===== config.mk =====
export PLATFORM = sky130hd
export DESIGN_NAME = bapr_core
export DESIGN_NICKNAME = d
export VERILOG_FILES = /design/src/shared/bapr_pkg.sv /design/src/rtl/bapr_core.sv
export SDC_FILE = /design/constraint.sdc
export NUM_CORES = 1
export LEC_CHECK = 0
export ABC_AREA = 1
export BUFFER_PORTS_ARGS = -buffer_cell sky130_fd_sc_hd__buf_2
export CAP_MARGIN = 20
export CORE_MARGIN = 2
export CORE_UTILIZATION = 52
export CTS_CLUSTER_DIAMETER = 150
export DETAILED_ROUTE_END_ITERATION = 10
export PLACE_DENSITY = 0.87
export SKIP_CTS_REPAIR_TIMING = 1
export SLEW_MARGIN = 10
export SYNTH_ARGS = -nofsm -noshare
export SYNTH_HDL_FRONTEND = slang
export SYNTH_SLANG_ARGS = --single-unit

===== constraint.sdc =====
create_clock -name core_clk -period 2.1 [get_ports core_clk]
set_clock_uncertainty 0.05 [all_clocks]
set_input_delay 0.105 -clock core_clk [delete_from_list [all_inputs] [get_ports core_clk]]
set_output_delay 0.105 -clock core_clk [all_outputs]
set_load 0.02 [all_outputs]

===== src/shared/bapr_pkg.sv =====
// Purpose: shared types and constants for the bus access path and reset block
// Assumes: one system clock, synchronous resets
// Notes: widths fixed at the documented values
`default_nettype none
package bapr_pkg;
	localparam int ADDR_W      = 27;
	localparam int CPU_ADDR_W  = 32;
	localparam int DATA_W      = 32;
	localparam int FILL_BEATS  = 4;
	localparam logic [2:0] AREA_CACHE   = 3'h0;
	localparam logic [2:0] AREA_THROUGH = 3'h1;
	localparam logic [1:0] SIZE_LONG    = 2'h2;
	localparam logic [1:0] BEAT_LAST    = 2'h3;
	localparam logic [15:0] REFRESH_RESET = 16'h0000;
	localparam logic [15:0] REFRESH_INTERVAL_DEF = 16'h0200;

	typedef struct packed {
		logic                  valid;
		logic                  write;
		logic                  instr;
		logic                  periph;
		logic                  burst16;
		logic [1:0]            size;
		logic [CPU_ADDR_W-1:0] addr;
		logic [DATA_W-1:0]     wdata;
	} bapr_req_s;

	typedef struct packed {
		logic                  valid;
		logic                  write;
		logic [1:0]            size;
		logic [CPU_ADDR_W-1:0] addr;
		logic [DATA_W-1:0]     wdata;
	} bapr_ext_s;

	typedef struct packed {
		logic              hit;
		logic [ADDR_W-1:0] addr;
		logic              write;
	} bapr_mon_s;

	typedef enum logic [2:0] {
		ST_IDLE, ST_LOOKUP, ST_DECIDE, ST_FILL, ST_READ, ST_WAITWB
	} bapr_state_e;
endpackage
`default_nettype wire


===== src/rtl/bapr_core.sv =====
// Purpose: access path from cache bus to external bus, monitor and reset handling
// Assumes: external cycle engine and cache arrays sit outside this block
// Notes: single system clock core_clk, synchronous resets
//
// What this block does
// - sample external bus while released; capture on strobe
// - strobe only in column address cycle
// - power-on reset negates signals, buffers off
// - only power-on reset initialises control settings
// - manual reset lets running cycle finish
// - manual reset cancels fill at longword boundary
// - refresh counter holds during manual reset
// - master accepts arbitration during manual reset
// - master-only reset keeps grant asserted while requested, keeps release
// - cache bus reaches internal bus, never reverse
// - cacheable read: lookup, hit, or four-beat fill
// - fills always use longword accesses
// - through accesses keep size; fetches longword
// - through or peripheral read adds decision cycle
// - cacheable write updates hit line, writes through
// - write completion immediate when bus owned
// - single-entry write buffer frees internal bus
// - reads stall until fully complete
// - external-to-external DMA waits for prior write
`default_nettype none
module bapr_core
	import bapr_pkg::*;
(
	// clock and resets
	input  wire logic              core_clk,
	input  wire logic              rst,
	input  wire logic              manual_rst,
	// configuration
	input  wire logic              slave_mode,
	input  wire logic              cache_enable,
	input  wire logic [15:0]       refresh_interval,
	// break comparison settings
	input  wire logic [ADDR_W-1:0] break_addr,
	input  wire logic [ADDR_W-1:0] break_mask,
	input  wire logic              break_write,
	input  wire logic              break_any_dir,
	// external bus pins
	input  wire logic              bus_cycle_strobe_n,
	input  wire logic [ADDR_W-1:0] ext_addr_in,
	input  wire logic              ext_rd_wr_n,
	input  wire logic              bus_release_request_n,
	output logic                   bus_grant_out_n,
	output logic                   out_enable_n,
	output logic                   ctrl_active,
	// cpu / transfer engine request on cache bus
	input  wire bapr_req_s         req,
	input  wire logic              cache_hit,
	input  wire logic              bus_owned,
	input  wire logic              src_ext,
	input  wire logic              dst_ext,
	output logic                   req_ready,
	output logic                   rd_done,
	output logic                   wr_done,
	output logic [DATA_W-1:0]      rd_data,
	output logic                   cache_write,
	output logic                   cache_unsafe,
	// external cycle engine
	output bapr_ext_s              ext_req,
	input  wire logic              ext_ready,
	input  wire logic              ext_done,
	input  wire logic [DATA_W-1:0] ext_rdata,
	// monitor and refresh
	output bapr_mon_s              monitor,
	output logic                   refresh_req
);
	typedef struct packed {
		logic [1:0]        grant_sync;
		logic [1:0]        strobe_sync;
		logic [ADDR_W-1:0] addr_s1;
		logic [ADDR_W-1:0] addr_s2;
		logic [1:0]        rw_sync;
		logic [1:0]        mrst_sync;
		bapr_state_e       state;
		bapr_ext_s         wbuf;
		logic              wbuf_busy;
		bapr_ext_s         cur;
		logic              cur_busy;
		logic [1:0]        beat;
		logic              fill_cancel;
		logic              unsafe;
		logic              grant_n;
		logic [15:0]       rcnt;
		logic              rreq;
		bapr_mon_s         mon;
		logic              rdone;
		logic              wdone;
		logic [DATA_W-1:0] rdat;
		logic              cwr;
	} bapr_st_s;

	bapr_st_s st;
	bapr_st_s next_st;

	function automatic logic [2:0] area_of(input logic [CPU_ADDR_W-1:0] a);
		area_of = a[CPU_ADDR_W-1:CPU_ADDR_W-3];
	endfunction

	function automatic bapr_ext_s mk_ext(input logic w, input logic [1:0] sz,
		input logic [CPU_ADDR_W-1:0] a, input logic [DATA_W-1:0] d);
		mk_ext = '{valid: 1'b1, write: w, size: sz, addr: a, wdata: d};
	endfunction

	logic released;
	logic mrst;
	logic ext_busy;
	logic wr_accept;
	logic need_rd;

	always_comb begin
		mrst     = st.mrst_sync[1];
		released = ~st.grant_sync[1] & ~st.grant_n;
		ext_busy = st.cur_busy;
		need_rd  = req.valid & ~req.write;
		// buffer full stalls a second write; external-to-external DMA waits for write
		wr_accept = req.valid & req.write & ~st.wbuf_busy & bus_owned;
		next_st = st;
		next_st.grant_sync  = {st.grant_sync[0], bus_release_request_n};
		next_st.strobe_sync = {st.strobe_sync[0], bus_cycle_strobe_n};
		next_st.addr_s1     = ext_addr_in;
		next_st.addr_s2     = st.addr_s1;
		next_st.rw_sync     = {st.rw_sync[0], ext_rd_wr_n};
		next_st.mrst_sync   = {st.mrst_sync[0], manual_rst};
		next_st.rdone = 1'b0;
		next_st.wdone = 1'b0;
		next_st.cwr   = 1'b0;
		next_st.mon.hit = 1'b0;
		// monitor capture while bus released, strobe marks column cycle
		if (released && !st.strobe_sync[1]) begin
			next_st.mon.addr  = st.addr_s2;
			next_st.mon.write = ~st.rw_sync[1];
			next_st.mon.hit   = (((st.addr_s2 ^ break_addr) & ~break_mask) == '0) &&
				(break_any_dir || (break_write == ~st.rw_sync[1]));
		end
		// arbitration still answered during manual reset
		next_st.grant_n = st.grant_sync[1] | ext_busy;
		if (mrst && released)
			next_st.grant_n = st.grant_sync[1];
		// refresh counter freezes under manual reset
		next_st.rreq = 1'b0;
		if (!mrst) begin
			if (st.rcnt >= refresh_interval) begin
				next_st.rcnt = REFRESH_RESET;
				next_st.rreq = 1'b1;
			end else begin
				next_st.rcnt = st.rcnt + 16'h0001;
			end
		end
		// current external cycle always runs to its end
		if (st.cur_busy && ext_done)
			next_st.cur_busy = 1'b0;
		// buffered write drains to the external engine
		if (!next_st.cur_busy && st.wbuf_busy && ext_ready && !st.cur_busy) begin
			next_st.cur       = st.wbuf;
			next_st.cur_busy  = 1'b1;
			next_st.wbuf_busy = 1'b0;
		end
		if (wr_accept && st.state == ST_IDLE) begin
			next_st.wbuf      = mk_ext(1'b1, req.size, req.addr, req.wdata);
			next_st.wbuf_busy = 1'b1;
			next_st.wdone     = 1'b1;
			next_st.cwr = cache_enable && area_of(req.addr) == AREA_CACHE && cache_hit;
		end
		unique case (st.state)
			ST_IDLE: begin
				// a read acknowledged this cycle is not taken twice
				if (need_rd && !mrst && !st.rdone) begin
					if (cache_enable && area_of(req.addr) == AREA_CACHE && !req.periph)
						next_st.state = ST_LOOKUP;
					else
						next_st.state = ST_DECIDE;
				end
			end
			ST_LOOKUP: begin
				if (cache_hit) begin
					next_st.rdone = 1'b1;
					next_st.state = ST_IDLE;
				end else begin
					next_st.beat        = 2'h0;
					next_st.fill_cancel = 1'b0;
					next_st.state       = ST_FILL;
				end
			end
			ST_DECIDE: begin
				// dma ext-to-ext read waits for outstanding write
				if (!(src_ext && dst_ext && (st.wbuf_busy || st.cur_busy)))
					next_st.state = ST_READ;
			end
			ST_READ: begin
				if (!st.cur_busy && !st.wbuf_busy && ext_ready) begin
					next_st.cur = mk_ext(1'b0, req.instr ? SIZE_LONG : req.size,
						req.addr, '0);
					next_st.cur_busy = 1'b1;
					next_st.state    = ST_WAITWB;
				end
			end
			ST_WAITWB: begin
				if (st.cur_busy && ext_done) begin
					next_st.rdat  = ext_rdata;
					next_st.rdone = 1'b1;
					next_st.state = ST_IDLE;
				end
			end
			ST_FILL: begin
				if (mrst)
					next_st.fill_cancel = 1'b1;
				if (!st.cur_busy && !st.wbuf_busy && ext_ready && !st.fill_cancel && !mrst) begin
					next_st.cur = mk_ext(1'b0, SIZE_LONG,
						{req.addr[CPU_ADDR_W-1:4], st.beat + req.addr[3:2] + 2'h1, 2'h0},
						'0);
					next_st.cur_busy = 1'b1;
				end
				if (st.cur_busy && ext_done) begin
					next_st.rdat = ext_rdata;
					next_st.cwr  = 1'b1;
					next_st.beat = st.beat + 2'h1;
					if (st.beat == BEAT_LAST) begin
						next_st.rdone = 1'b1;
						next_st.state = ST_IDLE;
					end
				end
				if (st.fill_cancel && !st.cur_busy) begin
					next_st.unsafe = 1'b1;
					next_st.state  = ST_IDLE;
				end
			end
		endcase
		if (st.state == ST_IDLE && need_rd && !mrst && !st.rdone)
			next_st.unsafe = 1'b0;
	end

	always_ff @(posedge core_clk) begin
		if (rst) begin
			// power-on reset only; manual reset leaves settings alone
			st <= '0;
			st.grant_sync  <= 2'h3;
			st.strobe_sync <= 2'h3;
			st.rw_sync     <= 2'h3;
			st.grant_n     <= 1'b1;
			st.state       <= ST_IDLE;
		end else begin
			st <= next_st;
		end
	end

	always_comb begin
		bus_grant_out_n = st.grant_n;
		out_enable_n    = rst | (slave_mode & ~st.cur_busy);
		ctrl_active     = ~rst & st.cur_busy;
		ext_req         = st.cur_busy ? st.cur : '0;
		req_ready       = (req.write & wr_accept & (st.state == ST_IDLE)) | st.rdone;
		rd_done         = st.rdone;
		wr_done         = st.wdone;
		rd_data         = st.rdat;
		cache_write     = st.cwr;
		cache_unsafe    = st.unsafe;
		monitor         = st.mon;
		refresh_req     = st.rreq;
	end
endmodule
`default_nettype wire


After elaboration in Yosys (flattened, before gate mapping)
Index checks and enable logic that the tools add are counted.
- bits in registers: 288
- input bits: 216
- output and inout port bits: 138
- word-level logic and storage cells: 158
- add/subtract/negate cells: 4
- magnitude comparators: 1
- eq/ne operators: 16
- multiplexer cells: 36
- bitwise logic cells: 23
- reductions and logical operators: 47
- operator list (operator ; count):
    69-bit 2-to-1 mux ; 2
    69-bit case mux with 2 select lines ; 1
    70-bit 2-to-1 mux ; 1
    68-bit 2-to-1 mux ; 1
    32-bit case mux with 2 select lines ; 1
    33-bit 2-to-1 mux ; 1
    32-bit 2-to-1 mux ; 1
    27-bit bitwise AND ; 1
    27-bit zero test ; 1
    27-bit NOT ; 1
    27-bit XOR ; 1
    3-bit 2-to-1 mux ; 8
    1-bit logical AND ; 23
    3-bit case mux with 6 select lines ; 1
    16-bit by 1-bit adder with 16-bit output (second input constant) ; 1
    16-bit greater-or-equal comparator ; 1
    16-bit 2-to-1 mux ; 1
    2-bit inequality test (second input constant) ; 7
    1-bit 2-to-1 mux ; 12
    1-bit bitwise AND ; 9
    3-bit AND reduction ; 3
    1-bit zero test ; 8
    2-bit 2-to-1 mux ; 4
    1-bit NOT ; 8
    other kinds (17) ; 29

Longest topological paths before layout
Gate-level depths: netlist of run 1.
- depth after elaboration: 9
- mapped depth: 13
- depth with buffers taken out: 13

Worst setup path before layout of run 1
Ideal clock, no wire load.
- path kind: reg2reg
- from: register st[72] (netlist name)
- to: register st[70] (netlist name)
- library setup time: 0.128 ns
- arrival time: 1.413 ns
- required time: 1.922 ns
- slack: 0.508 ns
- cell stages (with the launch flop): 11
- buffers on the path: 1
- period minus slack after synthesis: 1.592 ns
- cells stage by stage: dfxtp_1 > ha_1 > nand2_1 > nor2_1 > and2_1 > nor2_1 > nand2_1 > nand2_1 > nand2_1 > buf_2 > a21oi_1
- longest elaborated chain between the ends: 2
- ends and longest elaborated chain (item ; line ; source):
    from (decl) ; bapr_core.sv:96 ; bapr_st_s st;
    from (signal assigned) ; bapr_core.sv:246 ; st <= next_st;
    16-bit greater-or-equal comparator ; bapr_core.sv:146 ; if (st.rcnt >= refresh_interval) begin
    16-bit 2-to-1 mux ; bapr_core.sv:146 ;
Every way passes these cells.
A chain may end at the register's enable or synchronous reset.

==> flow_metrics.py, run 1 <==
metrics = {
    "global_routing": {
        "gr-total-overflow": 0,
        "grt_antenna_before_repair": 8,
        "grt_max_degree": 77,
        "grt_pass1_vias": 10990,
        "grt_usage_pct": 24.59,
        "grt_pass1_wl_um": 52500,
    },
    "worst_setup_path": {
        "max_stage_delay_ps": 470,
        "cp.arrival_ps": 1890,
        "cp_max_fo": 68,
        "reg2reg_depth": 8,
        "cp-end-kind": "output pin",
        "regToRegStartpoint": "st[224]",
        "path_class": "flop to output pin",
        "crit_chain": "clkbuf_8, nand2_1, inv_1, buf_2",
        "r2r_end": "st[137]",
        "r2r_setup_slack_ps": 250,
        "path_buf_inv": 3,
        "cp.required_ps": 1950,
        "critical-path-top-delay-family": "buffers and inverters",
        "critPathSlowestCell": "clkbuf_8",
        "critPathLaunchType": "flop",
    },
    "synth": {
        "netlist_instances": 1759,
        "synthArstFlopShare_pct": 0,
        "synth_top_area_share_pct": 46.20,
        "yosysMostFrequentCell": "nor2_1",
        "synth_top_area_cell": "dfxtp_1",
        "synth.distinct_cells": 41,
        "ys_top_cells_by_area": "dfxtp_1, nor2_1, nand2_1",
        "synth_edf_count": 0,
        "ys_warn_count": 0,
        "synth_seq_area_share_pct": 46.20,
        "syn_nets": 1994,
        "ys_seq_elements": 288,
        "syn_area_um2": 12480,
        "postSynthAreaPerCell_um2": 7.095,
        "yosys-top-cells-count": "nor2_1, dfxtp_1, nand2_1, inv_1, o21ai_0",
        "synth_flop_cell": "dfxtp_1",
    },
    "layout": {
        "design_area_um2": 16430,
        "fin_nets": 2392,
        "drive_gt1_share_pct": 20.94,
        "syn_to_final_growth_pct": 31.68,
        "final_util_pct": 69.80,
        "fillers": 1759,
    },
    "detailed_routing": {
        "dr.first_iter.drc_count": 1072,
        "wirelength_um": 37680,
        "vias": 12850,
        "ant_nets": 0,
        "firstDrtPassIters": 6,
        "wire_per_inst_um": 15.04,
        "drc_errors": 0,
        "vias_per_cell": 5.129,
    },
    "floorplanning": {
        "die_h_um": 158.9,
        "io_pins": 354,
        "row_count": 56,
        "initial_core_util_pct": 53.01,
        "die_area_um2": 25250,
        "core_area_um2": 23540,
        "die_width_um": 158.9,
    },
    "clock_network": {
        "cts_tree": "done",
        "cts_made_buffers": 30,
        "clock_sinks": 288,
        "h-tree-depth": 1,
        "path_clk_slew_ps": 60,
        "worstSkewPairLatency_ps": 540,
        "cts-root-buf": "clkbuf_16",
        "cts_buffer_depth": 3,
    },
    "pwr": {
        "switching_power_mw": 3.585,
        "power.density_nw_per_um2": 819.4,
        "power.leakage_nw": 8.523,
        "power.internal_mw": 9.880,
        "peakVddDrop_mv": 0.7138,
        "swShare_pct": 26.63,
        "clkPwrFrac_pct": 39.6,
        "pwr-share-comb_pct": 15.0,
        "power_mw": 13.46,
        "sequentialPowerShare_pct": 45.4,
    },
    "timing": {
        "hold_viol": 2,
        "worst_pin_slew_ps": 805.1,
        "setup_viol": 0,
        "fin_crit_sh_pct": 97.43,
        "layout_min_cycle_time_ps": 2046,
        "fmax_ghz": 0.4888,
        "hold_slack_ps": -40.91,
        "relSlewSlack_pct": 46.33,
        "finalMaxSlewViolations": 0,
    },
    "hold_path": {
        "hp-start": "req[69]",
        "hold_end": "cache_unsafe",
        "hold_class": "input port to flop",
        "hold_depth": 5,
    },
    "placement": {
        "place_hpwl_um": 22670,
        "post_dp_cell_area_um2": 14020,
        "io_buffers": 352,
        "gp_congestion": 0.8986,
    },
    "status": {
        "outcome": "finished, violations left",
        "violations": "negative hold slack",
    },
    "job": {
        "drv_cap": 0,
    },
}
## power by group through the flow
stage                     sequential [mW]  clock [mW]  combinational [mW]
final                                6.11        5.34                2.02
after global routing                 6.15        5.65                2.24
after CTS                            6.10        5.40                1.75
after detailed placement             6.21           0                1.74
after global placement               6.19           0                1.68
after floorplan                      6.14           0                1.24
## worst min-delay path, cell delays in order
cell and delay, ps:
buf_2 90, nor2_1 40, nand3_1 80, nor4_1 60, nor3_1 120
## worst max path at each step
stage	endpoint	start	depth (start not counted)	slack [ps]
2_1_floorplan	st[70]	st[72]	10	510
3_3_place_gp	st[139]	st[224]	8	350
3_5_place_dp	st[139]	st[224]	8	310
4_1_cts	ext_req[67]	ext_busy	4	-120
5_1_grt	ext_req[67]	ext_busy	4	-30
6_report	ext_req[67]	ext_busy	4	50
## per-layer routing
metal	vias up	share of wire, %	track usage [%]
li1	6208	-	-
met1	5869	39	30.02
met2	637	50	43.63
met3	135	6.9	4.232
met4	0	4.1	8.926
met5	-	0	0
## area by class of cell
type	count	area [um^2]	area share (%)
antenna	8	20.02	0.1218
clock buffer	44	904.6	5.505
clock inverter	9	95.09	0.5786
inverter	226	855.8	5.208
multi-input combinational	1097	4997	30.41
sequential	288	5767	35.09
tap	319	399.1	2.429
timing repair buffer	514	3395	20.66
## cell families after synthesis
family	synth area share [%]
xor+xnor	0.2807
flops	46.20
compound gates	11.12
fa+ha+maj	1.905
buf+inv	13.84
simple gates	26.34
mux	0.3208
## flip-flops by register name, indices dropped and copies added, names as in the netlist, 29 cells and up
signal and cells:
monitor 29, rd_data 32, next_st 31, st 188
## metrics by stage
step | cells | setup WS [ps] | hold slack [ps] | setup TNS, ps
finish | 2505 | 54.05 | -40.91 | 0
global route | 2505 | -29.14 | 6.396 | -38.34
detailed placement | 2305 | 306.1 | 245.3 | 0
floorplan | 1759 | 508.4 | 128.2 | 0
global placement | 2305 | 345.0 | 245.0 | 0
CTS | 2358 | -122.3 | -321.7 | -3555
## layout by cell type (no fill, tap or decap), types with 17 or more instances in the layout
cell and count:
ha_1 19, nor2_1 394, a21oi_1 68, inv_1 217
nand3_1 53, o21ai_0 182, nand4_1 18, buf_2 352
nor3_1 38, buf_4 17, dlygate4sd3_1 139, nand2_1 272
dfxtp_1 287, clkbuf_16 31
No activity file was read; power rests on OpenSTA's default activity.
==> inputs of run 2 (changes only) <==
--- a/config.mk
+++ b/config.mk
@@ -8,6 +8,7 @@
 export ABC_AREA = 1
 export BUFFER_PORTS_ARGS = -buffer_cell sky130_fd_sc_hd__buf_2
 export CAP_MARGIN = 20
+export CORE_ASPECT_RATIO = 1.25
 export CORE_MARGIN = 2
 export CORE_UTILIZATION = 52
 export CTS_CLUSTER_DIAMETER = 150
==> run 2 against run 1 <==
Net effect:
- the flow still finishes with violations (negative hold slack)
- combinational power about the same
- global-route usage increased by 0.48 points
- via count increased by 0.95%
==> flow_metrics.py, run 2 (synthesis gave the netlist of run 1 again) <==
metrics = {
    "status": {
        "outcome": "finished, violations left",
        "violations": "negative hold slack",
    },
    "clock_network": {
        "cts-root-buf": "clkbuf_16",
        "path_clk_slew_ps": 70,
        "clock_sinks": 288,
        "cts_tree": "done",
        "worstSkewPairLatency_ps": 540,
        "h-tree-depth": 1,
        "cts_buffer_depth": 3,
        "cts_made_buffers": 28,
    },
    "worst_setup_path": {
        "cp.required_ps": 1950,
        "crit_chain": "clkbuf_8, nand2_1, inv_1, buf_2",
        "critPathLaunchType": "flop",
        "max_stage_delay_ps": 470,
        "path_class": "flop to output pin",
        "cp_max_fo": 68,
        "cp.arrival_ps": 1920,
        "critPathSlowestCell": "clkbuf_8",
        "cp-end-kind": "output pin",
    },
    "global_routing": {
        "grtUsageMet3_pct": 5.114,
        "grt_pass1_vias": 11230,
        "use_met1_pct": 29.14,
        "grt.met2_usage_pct": 42.81,
        "grt_max_degree": 89,
        "gr-total-overflow": 0,
        "grt_antenna_before_repair": 8,
        "grt_usage_pct": 25.07,
        "grt-busiest-layer": "met2",
        "grt_pass1_wl_um": 52060,
    },
    "job": {
        "drv_cap": 0,
    },
    "detailed_routing": {
        "wirelength_um": 38480,
        "ant_nets": 0,
        "wire_per_inst_um": 15.54,
        "vias": 12970,
        "drc_errors": 0,
        "firstDrtPassIters": 5,
        "vias_per_cell": 5.239,
        "dr.first_iter.drc_count": 891,
    },
    "placement": {
        "post_dp_cell_area_um2": 13960,
        "dp.cells": 2275,
        "io_buffers": 352,
        "gp_congestion": 0.9100,
        "place_hpwl_um": 22850,
        "preCtsSetupSlack_ps": 217.8,
    },
    "layout": {
        "design_area_um2": 16440,
        "drive_gt1_share_pct": 21.20,
        "stdcell_count": 2476,
        "syn_to_final_growth_pct": 31.74,
        "largest_register_ffs": 188,
        "layout_commonest_cell": "nor2_1",
        "fin_nets": 2388,
        "fillers": 1659,
        "final_cell_mix": "nor2_1, buf_2, dfxtp_1",
        "largest-register": "st",
    },
    "timing": {
        "fin_crit_sh_pct": 98.62,
        "setup_viol": 0,
        "hold_viol": 3,
        "layout_min_cycle_time_ps": 2071,
        "hold_slack_ps": -53.22,
        "relSlewSlack_pct": 32.53,
        "worst_pin_slew_ps": 1011,
        "finalSetupTns_ps": 0,
        "fmax_ghz": 0.4829,
        "finalMaxSlewViolations": 0,
        "fin_ws_ps": 29.02,
    },
    "pwr": {
        "power_mw": 13.77,
        "power.leakage_nw": 8.511,
        "peakVddDrop_mv": 1.092,
        "power.density_nw_per_um2": 837.8,
    },
    "floorplanning": {
        "row_count": 63,
        "die_h_um": 177.2,
        "die_area_um2": 25260,
        "core_area_um2": 23650,
        "die_width_um": 142.6,
        "initial_core_util_pct": 52.77,
        "io_pins": 354,
    },
    "hold_path": {
        "hold_class": "input port to flop",
    },
}
## run 2: cell count changes in the layout (fill, tap and decap cells not counted), sizes merged
| cell | change |
|---|---|
| buf | -2 |
| bufinv | +4 |
| diode | +1 |
| inv | +1 |
| clkbuf | -10 |
| clkinvlp | +4 |
## run 2: worst paths after layout
| path | start | to | slack (ps) | cells after the start |
|---|---|---|---|---|
| setup / recovery | ext_busy | ext_req[28] | 30 | 4 |
| hold reg to reg | next_st[232] | st[232] | 350 | 2 |
| setup reg to reg | st[226] | rd_data[5] | 210 | 6 |
| hold / removal | break_addr[18] | monitor[28] | -50 | 6 |
## run 2: worst max-delay path: cells and delay by family, from the launching register on
family                 cells  cell delay (ps)
and+or+nand+nor            1              160
buffers and inverters      3              760
DFF                        1              430
## run 2: area by class of cell
class / instances / area, um^2 / share of cell area (%)
inverter: 226 / 858.3 / 5.221
clock buffer: 34 / 784.5 / 4.772
tap: 292 / 365.4 / 2.222
sequential: 288 / 5772 / 35.11
antenna: 9 / 22.52 / 0.1370
timing repair buffer: 512 / 3379 / 20.56
clock inverter: 18 / 261.5 / 1.591
multi-input combinational: 1097 / 4997 / 30.40
## run 2: power by group
part / internal (mW) / switching, mW / leakage, nW
sequential: 5.87 / 0.248 / 2.34
clock: 3.41 / 2.22 / 0.505
combinational: 0.809 / 1.22 / 5.66
total: 10.1 / 3.69 / 8.51
## run 2: metal layers
layer  part of all wire (%)  vias up
met1                     37     5920
met4                    5.6        0
li1                       -     6204
met3                    7.2      182
met2                     50      665
met5                      0        -
## run 2: stage by stage
stage,utilization (%),hold slack [ps]
5_1_grt,69.51,-9.643
3_5_place_dp,59.03,243.4
3_3_place_gp,59.03,244.0
6_report,69.52,-53.22
2_1_floorplan,-,128.2
4_1_cts,63.46,-316.3
